==> src/rtl/dssi_pkg.sv <==
/*
 * Constants shared by the spindle start/stop and seek interlock block.
 * Assumes a single 100 MHz logic clock and 32-bit APB register access.
 */
// Behaviour
// Spindle runs only with switch in run and operating power present.
// Door variants also need a closed door and seated cartridge.
// Run gate enabled only while supply-good is true.
// Wait eight seconds after spindle start before head load.
// Start-delay counter counts one tick per second, holds at eight.
// Head load is on-speed AND saturated start-delay counter.
// Head load arms ready flop and drives heads to cylinder zero.
// Settled at cylinder zero gives on-cylinder, which sets ready.
// Ready drives the ready line and lamp and allows operations.
// Stop on switch to load, speed loss, or bus power loss.
// Stop withdraws head load and drops ready; heads retract.
// Spindle turns off only after heads are fully home.
// After rotation stops, light load lamp and release door lock.
// Seek address above 202 answers invalid, no head motion.
// Valid address answers accepted and computes cylinder difference.
// Each crossing pulse updates difference register selecting velocity.
// After stop at target and settle delay, assert on-cylinder.
// Restore or inner limit during seek aborts and returns to zero.
// Double-frequency coding: clock reversal each cell, mid-cell reversal for one.
// Controller raises strobe after address settles, holds until answered.
// Controller holds address lines stable until answered.
// Answer is one low pulse about 2 us after strobe, always; the code answers only while drive_ready is set and no answer is running.
// On-cylinder true only while ready and not seeking.
// Slow tick and delays counted from logic clock; reset clears state.
// Asynchronous pins synchronised before use.
package dssi_pkg;
   localparam int unsigned CLK_HZ          = 100_000_000;
   localparam int unsigned SLOW_TICK_MS    = 1000;
   localparam int unsigned SPEED_LIMIT_MS  = 50;
   localparam int unsigned SETTLE_US       = 200;
   localparam int unsigned ANSWER_DELAY_US = 2;
   localparam int unsigned ANSWER_WIDTH_US = 5;
   localparam int unsigned SLOW_TICK_CYC   = CLK_HZ / 1000 * SLOW_TICK_MS;
   localparam int unsigned SPEED_LIMIT_CYC = CLK_HZ / 1000 * SPEED_LIMIT_MS;
   localparam int unsigned SETTLE_CYC      = CLK_HZ / 1_000_000 * SETTLE_US;
   localparam int unsigned ANSWER_DLY_CYC  = CLK_HZ / 1_000_000 * ANSWER_DELAY_US;
   localparam int unsigned ANSWER_WID_CYC  = CLK_HZ / 1_000_000 * ANSWER_WIDTH_US;
   localparam logic [3:0]  START_DELAY_SAT = 4'h8;
   localparam logic [1:0]  STOPPED_SAT     = 2'h2;
   localparam logic [7:0]  MAX_CYLINDER    = 8'hCA;
   localparam logic [7:0]  FAST_DIFF_MIN   = 8'h04;
   localparam logic [11:0] ADDR_CTRL       = 12'h000;
   localparam logic [11:0] ADDR_STATUS     = 12'h004;
   localparam logic [11:0] ADDR_CYL        = 12'h008;
   localparam int unsigned CTRL_RUN_BIT    = 0;
   localparam logic [31:0] CTRL_RESET      = 32'h0000_0001;
   typedef enum logic [2:0] {
      DSSI_IDLE, DSSI_SPIN, DSSI_LOADED, DSSI_RETRACT, DSSI_COAST
   } dssi_state_t;
endpackage : dssi_pkg

==> src/rtl/dssi_top.sv <==
/*
 * Start/stop interlock sequencer, seek address check and handshake,
 * difference register and double-frequency write encoder.
 * Assumes pins arrive asynchronously and a controller that holds
 * strobe and address until it sees the answer pulse.
 */
`timescale 1ns/100ps
module dssi_top
   import dssi_pkg::*;
#(
   parameter bit          DOOR_VARIANT = 1'b1,
   parameter int unsigned TICK_CYC     = SLOW_TICK_CYC,
   parameter int unsigned SPEED_CYC    = SPEED_LIMIT_CYC,
   parameter int unsigned SETTLE_CYCS  = SETTLE_CYC,
   parameter int unsigned HALF_CELL    = 8
) (
   input  wire logic        pclk,
   input  wire logic        presetn,
   input  wire logic        psel,
   input  wire logic        penable,
   input  wire logic        pwrite,
   input  wire logic [11:0] paddr,
   input  wire logic [31:0] pwdata,
   output logic      [31:0] prdata,
   output logic             pready,
   output logic             pslverr,
   input  wire logic        run_switch,
   input  wire logic        door_closed,
   input  wire logic        cartridge_seated,
   input  wire logic        supply_good,
   input  wire logic        bus_power_good,
   input  wire logic        index_pulse,
   input  wire logic        heads_home,
   input  wire logic        cyl_crossing,
   input  wire logic        inner_limit,
   input  wire logic        seek_strobe,
   input  wire logic        restore_req,
   input  wire logic [7:0]  cyl_addr,
   input  wire logic        wr_cell_strobe,
   input  wire logic        wr_data_bit,
   output logic             spindle_on,
   output logic             head_load,
   output logic             drive_ready,
   output logic             ready_lamp,
   output logic             on_cylinder_line,
   output logic             on_cylinder_lamp,
   output logic             load_lamp,
   output logic             door_unlock,
   output logic             addr_accepted_n,
   output logic             addr_invalid_n,
   output logic             return_to_zero_cmd,
   output logic             seek_forward,
   output logic             seek_fast,
   output logic      [7:0]  seek_diff,
   output logic             wr_flux
);
   localparam int unsigned NPIN = 21;

   function automatic logic [7:0] absdiff(input logic [7:0] a, input logic [7:0] b);
      absdiff = (a > b) ? 8'(a - b) : 8'(b - a);
   endfunction : absdiff

   logic [NPIN-1:0] sync1_ff, sync2_ff, prev_ff;
   // Two-stage pin synchroniser.
   always_ff @(posedge pclk or negedge presetn) begin
      if (!presetn) begin
         sync1_ff <= '0;
         sync2_ff <= '0;
         prev_ff  <= '0;
      end else begin
         sync1_ff <= {wr_data_bit, wr_cell_strobe, cyl_addr, restore_req, seek_strobe,
                      inner_limit, cyl_crossing, heads_home, index_pulse, bus_power_good,
                      supply_good, cartridge_seated, door_closed, run_switch};
         sync2_ff <= sync1_ff;
         prev_ff  <= sync2_ff;
      end
   end

   logic       s_run, s_door, s_cart, s_supply, s_buspwr, s_home, s_inner, s_restore;
   logic       s_wbit, index_rise, cross_rise, strobe_rise, cell_rise;
   logic [7:0] s_addr;
   assign s_run       = sync2_ff[0];
   assign s_door      = sync2_ff[1];
   assign s_cart      = sync2_ff[2];
   assign s_supply    = sync2_ff[3];
   assign s_buspwr    = sync2_ff[4];
   assign index_rise  = sync2_ff[5] & ~prev_ff[5];
   assign s_home      = sync2_ff[6];
   assign cross_rise  = sync2_ff[7] & ~prev_ff[7];
   assign s_inner     = sync2_ff[8];
   assign strobe_rise = sync2_ff[9] & ~prev_ff[9];
   assign s_restore   = sync2_ff[10];
   assign s_addr      = sync2_ff[18:11];
   assign cell_rise   = sync2_ff[19] & ~prev_ff[19];
   assign s_wbit      = sync2_ff[20];

   logic [31:0] ctrl_ff;
   logic        run_gate, stop_req;
   // Switch and power. Door and cartridge on door variants. Supply good.
   assign run_gate = s_run & s_supply & s_buspwr & ctrl_ff[CTRL_RUN_BIT]
                     & (~DOOR_VARIANT | (s_door & s_cart));

   // One-second slow tick from the logic clock.
   logic [31:0] tick_cnt_ff;
   logic        tick_ff;
   always_ff @(posedge pclk or negedge presetn) begin
      if (!presetn) begin
         tick_cnt_ff <= '0;
         tick_ff     <= 1'b0;
      end else begin
         tick_ff     <= (tick_cnt_ff == 32'(TICK_CYC - 1));
         tick_cnt_ff <= (tick_cnt_ff == 32'(TICK_CYC - 1)) ? '0 : tick_cnt_ff + 32'h1;
      end
   end

   // Speed supervision: index pulses must keep arriving.
   logic [31:0] speed_cnt_ff;
   logic        on_speed_ff;
   always_ff @(posedge pclk or negedge presetn) begin
      if (!presetn) begin
         speed_cnt_ff <= '0;
         on_speed_ff  <= 1'b0;
      end else if (index_rise) begin
         speed_cnt_ff <= '0;
         on_speed_ff  <= 1'b1;
      end else if (speed_cnt_ff == 32'(SPEED_CYC - 1)) begin
         on_speed_ff  <= 1'b0;
      end else begin
         speed_cnt_ff <= speed_cnt_ff + 32'h1;
      end
   end

   dssi_state_t state_ff;
   logic [3:0]  start_cnt_ff;
   logic [1:0]  stop_cnt_ff;
   logic        start_sat, seeking_ff, settled_ff, nxt_head_load;
   assign start_sat = (start_cnt_ff == START_DELAY_SAT);
   // Any of the three stop causes.
   assign stop_req  = ~run_gate | ~on_speed_ff;

   // Spin-up delay. Counts ticks and saturates at eight.
   always_ff @(posedge pclk or negedge presetn) begin
      if (!presetn) begin
         start_cnt_ff <= '0;
      end else if (!run_gate || (head_load && !on_speed_ff)) begin
         start_cnt_ff <= '0;
      end else if (tick_ff && !start_sat) begin
         start_cnt_ff <= start_cnt_ff + 4'h1;
      end
   end

   // Spindle sequencing. Stopped detection by absent index pulses.
   always_ff @(posedge pclk or negedge presetn) begin
      if (!presetn) begin
         state_ff    <= DSSI_IDLE;
         stop_cnt_ff <= '0;
      end else begin
         unique case (state_ff)
            DSSI_IDLE, DSSI_COAST: begin
               if (run_gate) begin
                  state_ff <= DSSI_SPIN;
               end else if (index_rise) begin
                  stop_cnt_ff <= '0;
               end else if (tick_ff && stop_cnt_ff != STOPPED_SAT) begin
                  stop_cnt_ff <= stop_cnt_ff + 2'h1;
               end
            end
            DSSI_SPIN: begin
               if (!run_gate) begin
                  state_ff <= DSSI_RETRACT;
               end else if (head_load) begin
                  state_ff <= DSSI_LOADED;
               end
            end
            DSSI_LOADED: begin
               if (stop_req) begin
                  state_ff <= DSSI_RETRACT;
               end
            end
            DSSI_RETRACT: begin
               if (s_home) begin
                  state_ff    <= DSSI_COAST;
                  stop_cnt_ff <= '0;
               end
            end
         endcase
      end
   end

   // Spindle on from spin-up until heads home. Off after retract.
   always_ff @(posedge pclk or negedge presetn) begin
      if (!presetn) begin
         spindle_on  <= 1'b0;
         load_lamp   <= 1'b0;
         door_unlock <= 1'b0;
      end else begin
         spindle_on  <= (state_ff == DSSI_SPIN) || (state_ff == DSSI_LOADED)
                        || (state_ff == DSSI_RETRACT && !s_home);
         // Load lamp and door release once rotation has ceased.
         load_lamp   <= (state_ff == DSSI_IDLE || state_ff == DSSI_COAST)
                        && stop_cnt_ff == STOPPED_SAT;
         door_unlock <= DOOR_VARIANT && (state_ff == DSSI_IDLE || state_ff == DSSI_COAST)
                        && stop_cnt_ff == STOPPED_SAT;
      end
   end

   // Head load is on-speed AND saturated delay. Withdrawn on stop.
   assign nxt_head_load = on_speed_ff && start_sat && run_gate
                          && (state_ff == DSSI_SPIN || state_ff == DSSI_LOADED);
   always_ff @(posedge pclk or negedge presetn) begin
      if (!presetn) begin
         head_load <= 1'b0;
      end else begin
         head_load <= nxt_head_load;
      end
   end

   // Ready flop armed by head load. Set by settled at zero.
   // Ready line and lamp. Dropped on head-load removal.
   always_ff @(posedge pclk or negedge presetn) begin
      if (!presetn) begin
         drive_ready <= 1'b0;
         ready_lamp  <= 1'b0;
      end else if (!nxt_head_load) begin
         drive_ready <= 1'b0;
         ready_lamp  <= 1'b0;
      end else if (settled_ff && !seeking_ff) begin
         drive_ready <= 1'b1;
         ready_lamp  <= 1'b1;
      end
   end

   // Seek handshake: decide at strobe, answer later with a low pulse.
   logic [9:0]  ans_cnt_ff;
   logic        ans_busy_ff, ans_valid_ff, ans_rtz_ff;
   logic [7:0]  ans_addr_ff;
   // Strobe edge taken after address settles. Address latched.
   always_ff @(posedge pclk or negedge presetn) begin
      if (!presetn) begin
         ans_cnt_ff      <= '0;
         ans_busy_ff     <= 1'b0;
         ans_valid_ff    <= 1'b0;
         ans_rtz_ff      <= 1'b0;
         ans_addr_ff     <= '0;
         addr_accepted_n <= 1'b1;
         addr_invalid_n  <= 1'b1;
      end else if (strobe_rise && !ans_busy_ff && drive_ready) begin
         ans_busy_ff  <= 1'b1;
         ans_cnt_ff   <= '0;
         ans_rtz_ff   <= s_restore;
         ans_addr_ff  <= s_addr;
         // Above the top cylinder is invalid. Else accepted.
         ans_valid_ff <= s_restore || (s_addr <= MAX_CYLINDER);
      end else if (ans_busy_ff) begin
         ans_cnt_ff <= ans_cnt_ff + 10'h1;
         // One low pulse, delayed, issued even for same cylinder.
         if (ans_cnt_ff == 10'(ANSWER_DLY_CYC - 1)) begin
            addr_accepted_n <= ~ans_valid_ff;
            addr_invalid_n  <= ans_valid_ff;
         end else if (ans_cnt_ff == 10'(ANSWER_DLY_CYC + ANSWER_WID_CYC - 1)) begin
            addr_accepted_n <= 1'b1;
            addr_invalid_n  <= 1'b1;
            ans_busy_ff     <= 1'b0;
         end
      end
   end

   logic       seek_go, abort;
   logic [7:0] cur_cyl_ff, tgt_cyl_ff;
   logic [31:0] settle_cnt_ff;
   assign seek_go = ans_busy_ff && ans_valid_ff && ans_cnt_ff == 10'(ANSWER_DLY_CYC - 1);
   assign abort   = seeking_ff && !return_to_zero_cmd && (s_restore || s_inner);

   // Difference and direction from new and current cylinder.
   // Crossing pulses update difference. Abort to zero.
   always_ff @(posedge pclk or negedge presetn) begin
      if (!presetn) begin
         cur_cyl_ff         <= '0;
         tgt_cyl_ff         <= '0;
         seek_diff          <= '0;
         seek_forward       <= 1'b0;
         seek_fast          <= 1'b0;
         seeking_ff         <= 1'b0;
         return_to_zero_cmd <= 1'b0;
      end else if (!head_load) begin
         cur_cyl_ff         <= '0;
         tgt_cyl_ff         <= '0;
         seek_diff          <= '0;
         seek_fast          <= 1'b0;
         seeking_ff         <= 1'b0;
         return_to_zero_cmd <= 1'b0;
      end else if (abort || (seek_go && ans_rtz_ff)) begin
         tgt_cyl_ff         <= '0;
         seek_diff          <= cur_cyl_ff;
         seek_forward       <= 1'b0;
         seek_fast          <= cur_cyl_ff >= FAST_DIFF_MIN;
         seeking_ff         <= 1'b1;
         return_to_zero_cmd <= 1'b1;
      end else if (seek_go) begin
         tgt_cyl_ff   <= ans_addr_ff;
         seek_diff    <= absdiff(ans_addr_ff, cur_cyl_ff);
         seek_forward <= ans_addr_ff > cur_cyl_ff;
         seek_fast    <= absdiff(ans_addr_ff, cur_cyl_ff) >= FAST_DIFF_MIN;
         seeking_ff   <= 1'b1;
      end else if (seeking_ff && seek_diff == '0 && settled_ff) begin
         seeking_ff         <= 1'b0;
         return_to_zero_cmd <= 1'b0;
      end else if (seeking_ff && cross_rise && seek_diff != '0) begin
         seek_diff  <= seek_diff - 8'h1;
         seek_fast  <= (seek_diff - 8'h1) >= FAST_DIFF_MIN;
         cur_cyl_ff <= seek_forward ? cur_cyl_ff + 8'h1 : cur_cyl_ff - 8'h1;
      end
   end

   // Settle delay once heads stand still at target or zero.
   // Delay counted in logic clock cycles.
   always_ff @(posedge pclk or negedge presetn) begin
      if (!presetn) begin
         settle_cnt_ff <= '0;
         settled_ff    <= 1'b0;
      end else if (!head_load || seek_go || abort || seek_diff != '0 || cross_rise) begin
         settle_cnt_ff <= '0;
         settled_ff    <= 1'b0;
      end else if (settle_cnt_ff == 32'(SETTLE_CYCS - 1)) begin
         settled_ff    <= 1'b1;
      end else begin
         settle_cnt_ff <= settle_cnt_ff + 32'h1;
      end
   end

   // On-cylinder at zero sets ready. Only when ready and idle.
   always_ff @(posedge pclk or negedge presetn) begin
      if (!presetn) begin
         on_cylinder_line <= 1'b0;
         on_cylinder_lamp <= 1'b0;
      end else begin
         on_cylinder_line <= nxt_head_load && !seeking_ff && settled_ff && !seek_go && !abort;
         on_cylinder_lamp <= nxt_head_load && !seeking_ff && settled_ff && !seek_go && !abort;
      end
   end

   // Double-frequency writer: reversal at cell edge, mid-cell for one.
   logic [7:0] cell_cnt_ff;
   logic       cell_bit_ff, cell_mid_ff;
   always_ff @(posedge pclk or negedge presetn) begin
      if (!presetn) begin
         wr_flux     <= 1'b0;
         cell_cnt_ff <= '0;
         cell_bit_ff <= 1'b0;
         cell_mid_ff <= 1'b0;
      end else if (cell_rise) begin
         wr_flux     <= ~wr_flux;
         cell_bit_ff <= s_wbit;
         cell_mid_ff <= 1'b1;
         cell_cnt_ff <= '0;
      end else if (cell_mid_ff) begin
         cell_cnt_ff <= cell_cnt_ff + 8'h1;
         if (cell_cnt_ff == 8'(HALF_CELL - 1)) begin
            cell_mid_ff <= 1'b0;
            wr_flux     <= wr_flux ^ cell_bit_ff;
         end
      end
   end

   // APB slave: zero wait, answer prepared during the setup cycle.
   logic [31:0] rd_val;
   logic        rd_hit;
   always_comb begin
      rd_hit = 1'b1;
      rd_val = '0;
      unique case (paddr)
         ADDR_CTRL:   rd_val = ctrl_ff;
         ADDR_STATUS: rd_val = {16'h0000, 6'h00, state_ff, on_speed_ff, seeking_ff,
                                drive_ready, head_load, spindle_on, load_lamp, start_cnt_ff[3]};
         ADDR_CYL:    rd_val = {8'h00, seek_diff, tgt_cyl_ff, cur_cyl_ff};
         default:     rd_hit = 1'b0;
      endcase
   end

   always_ff @(posedge pclk or negedge presetn) begin
      if (!presetn) begin
         pready  <= 1'b0;
         pslverr <= 1'b0;
         prdata  <= '0;
      end else begin
         pready  <= psel && !penable;
         pslverr <= psel && !penable && !rd_hit;
         prdata  <= (psel && !penable && !pwrite) ? rd_val : '0;
      end
   end

   always_ff @(posedge pclk or negedge presetn) begin
      if (!presetn) begin
         ctrl_ff <= CTRL_RESET;
      end else if (psel && penable && pready && pwrite && paddr == ADDR_CTRL) begin
         ctrl_ff <= {31'h0, pwdata[CTRL_RUN_BIT]};
      end
   end
endmodule : dssi_top

==> config.mk <==
export PLATFORM = sky130hd
export DESIGN_NAME = dssi_top
export DESIGN_NICKNAME = d
export VERILOG_FILES = /design/src/rtl/dssi_pkg.sv /design/src/rtl/dssi_top.sv
export SDC_FILE = /design/constraint.sdc
export NUM_CORES = 1
export LEC_CHECK = 0
export ABC_CLOCK_PERIOD_IN_PS = 3200
export CAP_MARGIN = 10
export CELL_PAD_IN_SITES_DETAIL_PLACEMENT = 1
export CELL_PAD_IN_SITES_GLOBAL_PLACEMENT = 1
export CORE_MARGIN = 3
export CORE_UTILIZATION = 46
export CTS_CLUSTER_DIAMETER = 200
export DETAILED_ROUTE_END_ITERATION = 8
export DONT_BUFFER_PORTS = 1
export MAX_ROUTING_LAYER = met4
export PLACE_DENSITY_LB_ADDON = 0.1
export SETUP_SLACK_MARGIN = 0.15
export SYNTH_ARGS = -nofsm -noshare
export SYNTH_HDL_FRONTEND = slang
export SYNTH_SLANG_ARGS = --single-unit
==> constraint.sdc <==
create_clock -name pclk -period 3.2 [get_ports pclk]
set_input_delay 0.32 -clock pclk [delete_from_list [all_inputs] [get_ports pclk]]
set_output_delay 0.32 -clock pclk [all_outputs]
set_load 0.01 [all_outputs]
==> qor.csv <==
stage;metric;value;unit
synthesis;synth_cell_type_count;65;
route;ant_nets;0;
sta;setup_tns;0;ns
cts;clk_latency;0.53;ns
critical_path;path_max_fanout;8;
route;first_pass_iters;4;
cts;cts_buffer_depth;3;
floorplanning;initial_utilization;47.3;%
cts;tritoncts;built;
cts;holdBufCountCts;26;
route;drtIter0Drc;516;
route;num_vias;8385;
cts;htree_num_levels;1;
power;power_density;535;nW/µm²
synthesis;syn-instance-count;1128;
critical_path;crit_required;3.61;ns
critical_path;cp_cell_sequence;ha_1 -> inv_1 -> fa_1 -> nand3_1 -> a21oi_1 -> o41ai_4 -> buf_4 -> mux2i_1 -> xor2_1 -> a211oi_1 -> a221o_2;
critical_path;crit_type;reg2reg;
critical_path;max_stage_delay;0.45;ns
cts;cts_root_buf;clkbuf_16;
cts;cts.clk_slew.worst_paths;0.06;ns
sta;whs;-0.517;ns
finish;mostFrequentLayoutCells;244 x dfrtp_1, 166 x nor2_1, 89 x nand2_1, 73 x xor2_1, 54 x nand3_1;
sta;rsz0062_at_grt;no;
critical_path;cp-start-kind;flip-flop;
place;dp_hpwl;19200;µm
sta;fmax;358;MHz
synthesis;syn-cell-area;11600;µm²
global_routing;grt_pass1_vias;8930;
sta;final-setup-viol-count;0;
sta;max-slew-margin-rel;40.8;%
sta;finalClockSkew;0.0113;ns
sta;report.final.slew_viol_count;0;
synthesis;synthArstFlopShare;100;%
finish;mostFrequentLayoutCell;dfrtp_1;
finish;fin_util;54.1;%
global_routing;grt_util_all_layers;22.1;%
route;drc_errors;0;
floorplanning;coreArea;24500;µm²
synthesis;ys_ff_latch;248;
global_routing;grt_max_degree;249;
global_routing;grt_pass1_wl;47200;µm
critical_path;cp-end-kind;flip-flop;
sta;hold_viol_final;248;
sta;worstMarginPinSlew;0.886;ns
power;internal_power;5.51;mW
power;leakage;5.84;nW
synthesis;yosys_warnings;0;
worst_hold_path;hp-class;in2async;
synthesis;ys_seq_area_share;53.5;%
route;totalWireLength;28400;µm
power;switching_share;22.4;%
place;place.gp.congestion;0.874;
finish;antenna_cells;0;
cts;cts_made_buffers;28;
sta;min_period;2.80;ns
power;p_sw;1.59;mW
power;combPwrFrac;4.2;%
floorplanning;io_pins;126;
sta;min_period_over_period;87.4;%
global_routing;antenna_found_initial;0;
finish;num-fill-cells;2669;
synthesis;synth_ff_type;dfrtp_1;
outcome;status;finished with violations;
outcome;violations;hold timing;
floorplanning;row_count;57;
cts;clock_sinks;248;
synthesis;synth_edf_count;0;
power;pwr-share-seq;48.2;%
finish;drive_above_1_share;8.70;%
floorplanning;fp.dieW;165;µm
power;max-vdd-ir-drop;0.459;mV
critical_path;cp_data_arrival_time;3.21;ns
job;max_cap_violations;0;
place;io_buffers;0;
floorplanning;die_y;165;µm
route;wl_per_cell;18.7;µm
critical_path;crit_slowest_cell;dfrtp_2;
finish;syn2layout_area_growth;14.5;%
synthesis;avgSynthCellArea;10.3;µm²
finish;multi_input_area;5060;µm²
floorplanning;dieArea;27200;µm²
route;viasPerCell;5.52;
finish;regArea;6210;µm²
power;p_clk_share;47.7;%
global_routing;grt_overflow;0;
finish;fin_nets;1277;
[stage by stage]
stage	setup WS, ns	total power, mW	instances	instance area (µm²)	hold slack (ns)
floorplan	0.606	3.66	1135	11600	0.0244
global placement	0.443	3.72	1441	12000	0.0338
detailed placement	0.358	3.75	1441	12000	0.0337
CTS	0.329	7.19	1519	13300	-0.538
global route	0.153	7.40	1519	13300	-0.542
finish	0.405	7.10	1519	13300	-0.517
[timing repair]
action	CTS	global route
buffers inserted	0	0
hold endpoints to repair	273	248
resized for setup	0	1
setup endpoints to repair	0	1
[cell families after synthesis]
| family | synth area share (%) |
|---|---|
| simple gates | 21.0 |
| flops | 53.5 |
| compound gates | 7.27 |
| xor+xnor | 9.29 |
| buf+inv | 3.29 |
| fa+ha+maj | 3.86 |
| mux | 1.72 |
| other cells | 0.0323 |
[cell type report]
class	count	share of cell area (%)
inverters	44	1.24
repair buffers	51	3.37
clock buffers	40	6.15
multi-input cells	800	38.1
well taps	324	3.05
clock inverters	12	1.29
flip-flops and latches	248	46.8
[synth_stat cells, types with 3 or more instances]
master	count	area share (%)
nor3b_1	6	0.39
a22oi_1	11	0.71
nor4_4	3	0.55
nor4b_1	4	0.30
a221o_1	3	0.26
nand2b_1	4	0.22
and2_1	6	0.32
buf_2	5	0.22
nor4_1	20	1.1
xnor2_1	50	3.8
nand3_1	54	2.3
nand4_1	28	1.5
o41ai_1	3	0.23
inv_1	44	1.4
dfrtp_1	245	53
nand4b_1	3	0.23
mux2_2	7	0.68
nand3b_1	4	0.26
buf_4	11	0.71
a31oi_1	8	0.43
clkbuf_1	26	0.84
nor2_1	166	5.4
nor3_1	23	0.99
and4_1	7	0.53
xor2_1	73	5.5
o21ai_0	41	1.8
or3_1	11	0.59
nor2b_1	9	0.49
fa_1	3	0.52
mux2i_1	12	1.0
nand2_1	89	2.9
dfstp_2	3	0.68
a21oi_1	36	1.6
a211oi_1	5	0.32
and3_1	32	1.7
a21o_1	8	0.52
ha_1	31	3.3
[state kept, by name, summed over array words and instances (netlist names), 10 cells and up]
| name | flops |
|---|---|
| speed_cnt_ff | 32 |
| sync1_ff | 21 |
| ans_cnt_ff | 10 |
| prdata | 24 |
| tick_cnt_ff | 32 |
| sync2_ff | 21 |
| settle_cnt_ff | 32 |
[metal layers]
layer  part of all wire [%]  GRT usage [%]
met1                     46           29.6
met2                     47           35.1
met3                    4.6           3.76
met4                    2.5           5.64
met5                      0              -
[power groups by stage]
stage / logic (mW) / clock network, mW / registers, mW
floorplan: 0.269 / 0 / 3.39
global route: 0.338 / 3.62 / 3.44
CTS: 0.301 / 3.47 / 3.42
global placement: 0.253 / 0 / 3.46
detailed placement: 0.273 / 0 / 3.47
finish: 0.297 / 3.38 / 3.42
[critical path: cells and delay by family (launching register included)]
family | cells | cell delay [ns]
AOI/OAI and AO/OA | 4 | 0.73
xor gates and xnor gates | 1 | 0.25
adders and majority gates | 2 | 0.60
buffers and inverters | 2 | 0.30
DFF | 1 | 0.45
muxes | 1 | 0.22
and+or+nand+nor | 1 | 0.11
[final timing paths]
| path | start | depth (start not counted) | slack, ns | endpoint |
|---|---|---|---|---|
| setup / recovery | cur_cyl_ff[0] | 11 | 0.40 | seek_diff[6] |
| hold / removal | presetn | 0 | -0.52 | sync2_ff[18] |
| setup reg to reg | cur_cyl_ff[0] | 11 | 0.40 | seek_diff[6] |
| hold reg to reg | sync1_ff[12] | 0 | 0.35 | sync2_ff[12] |
| max in group asynchronous | presetn | 0 | 3.01 | cur_cyl_ff[0] |
| min in group pclk | paddr[2] | 2 | 0.02 | pslverr |
Power figures use the tool's default switching activity.
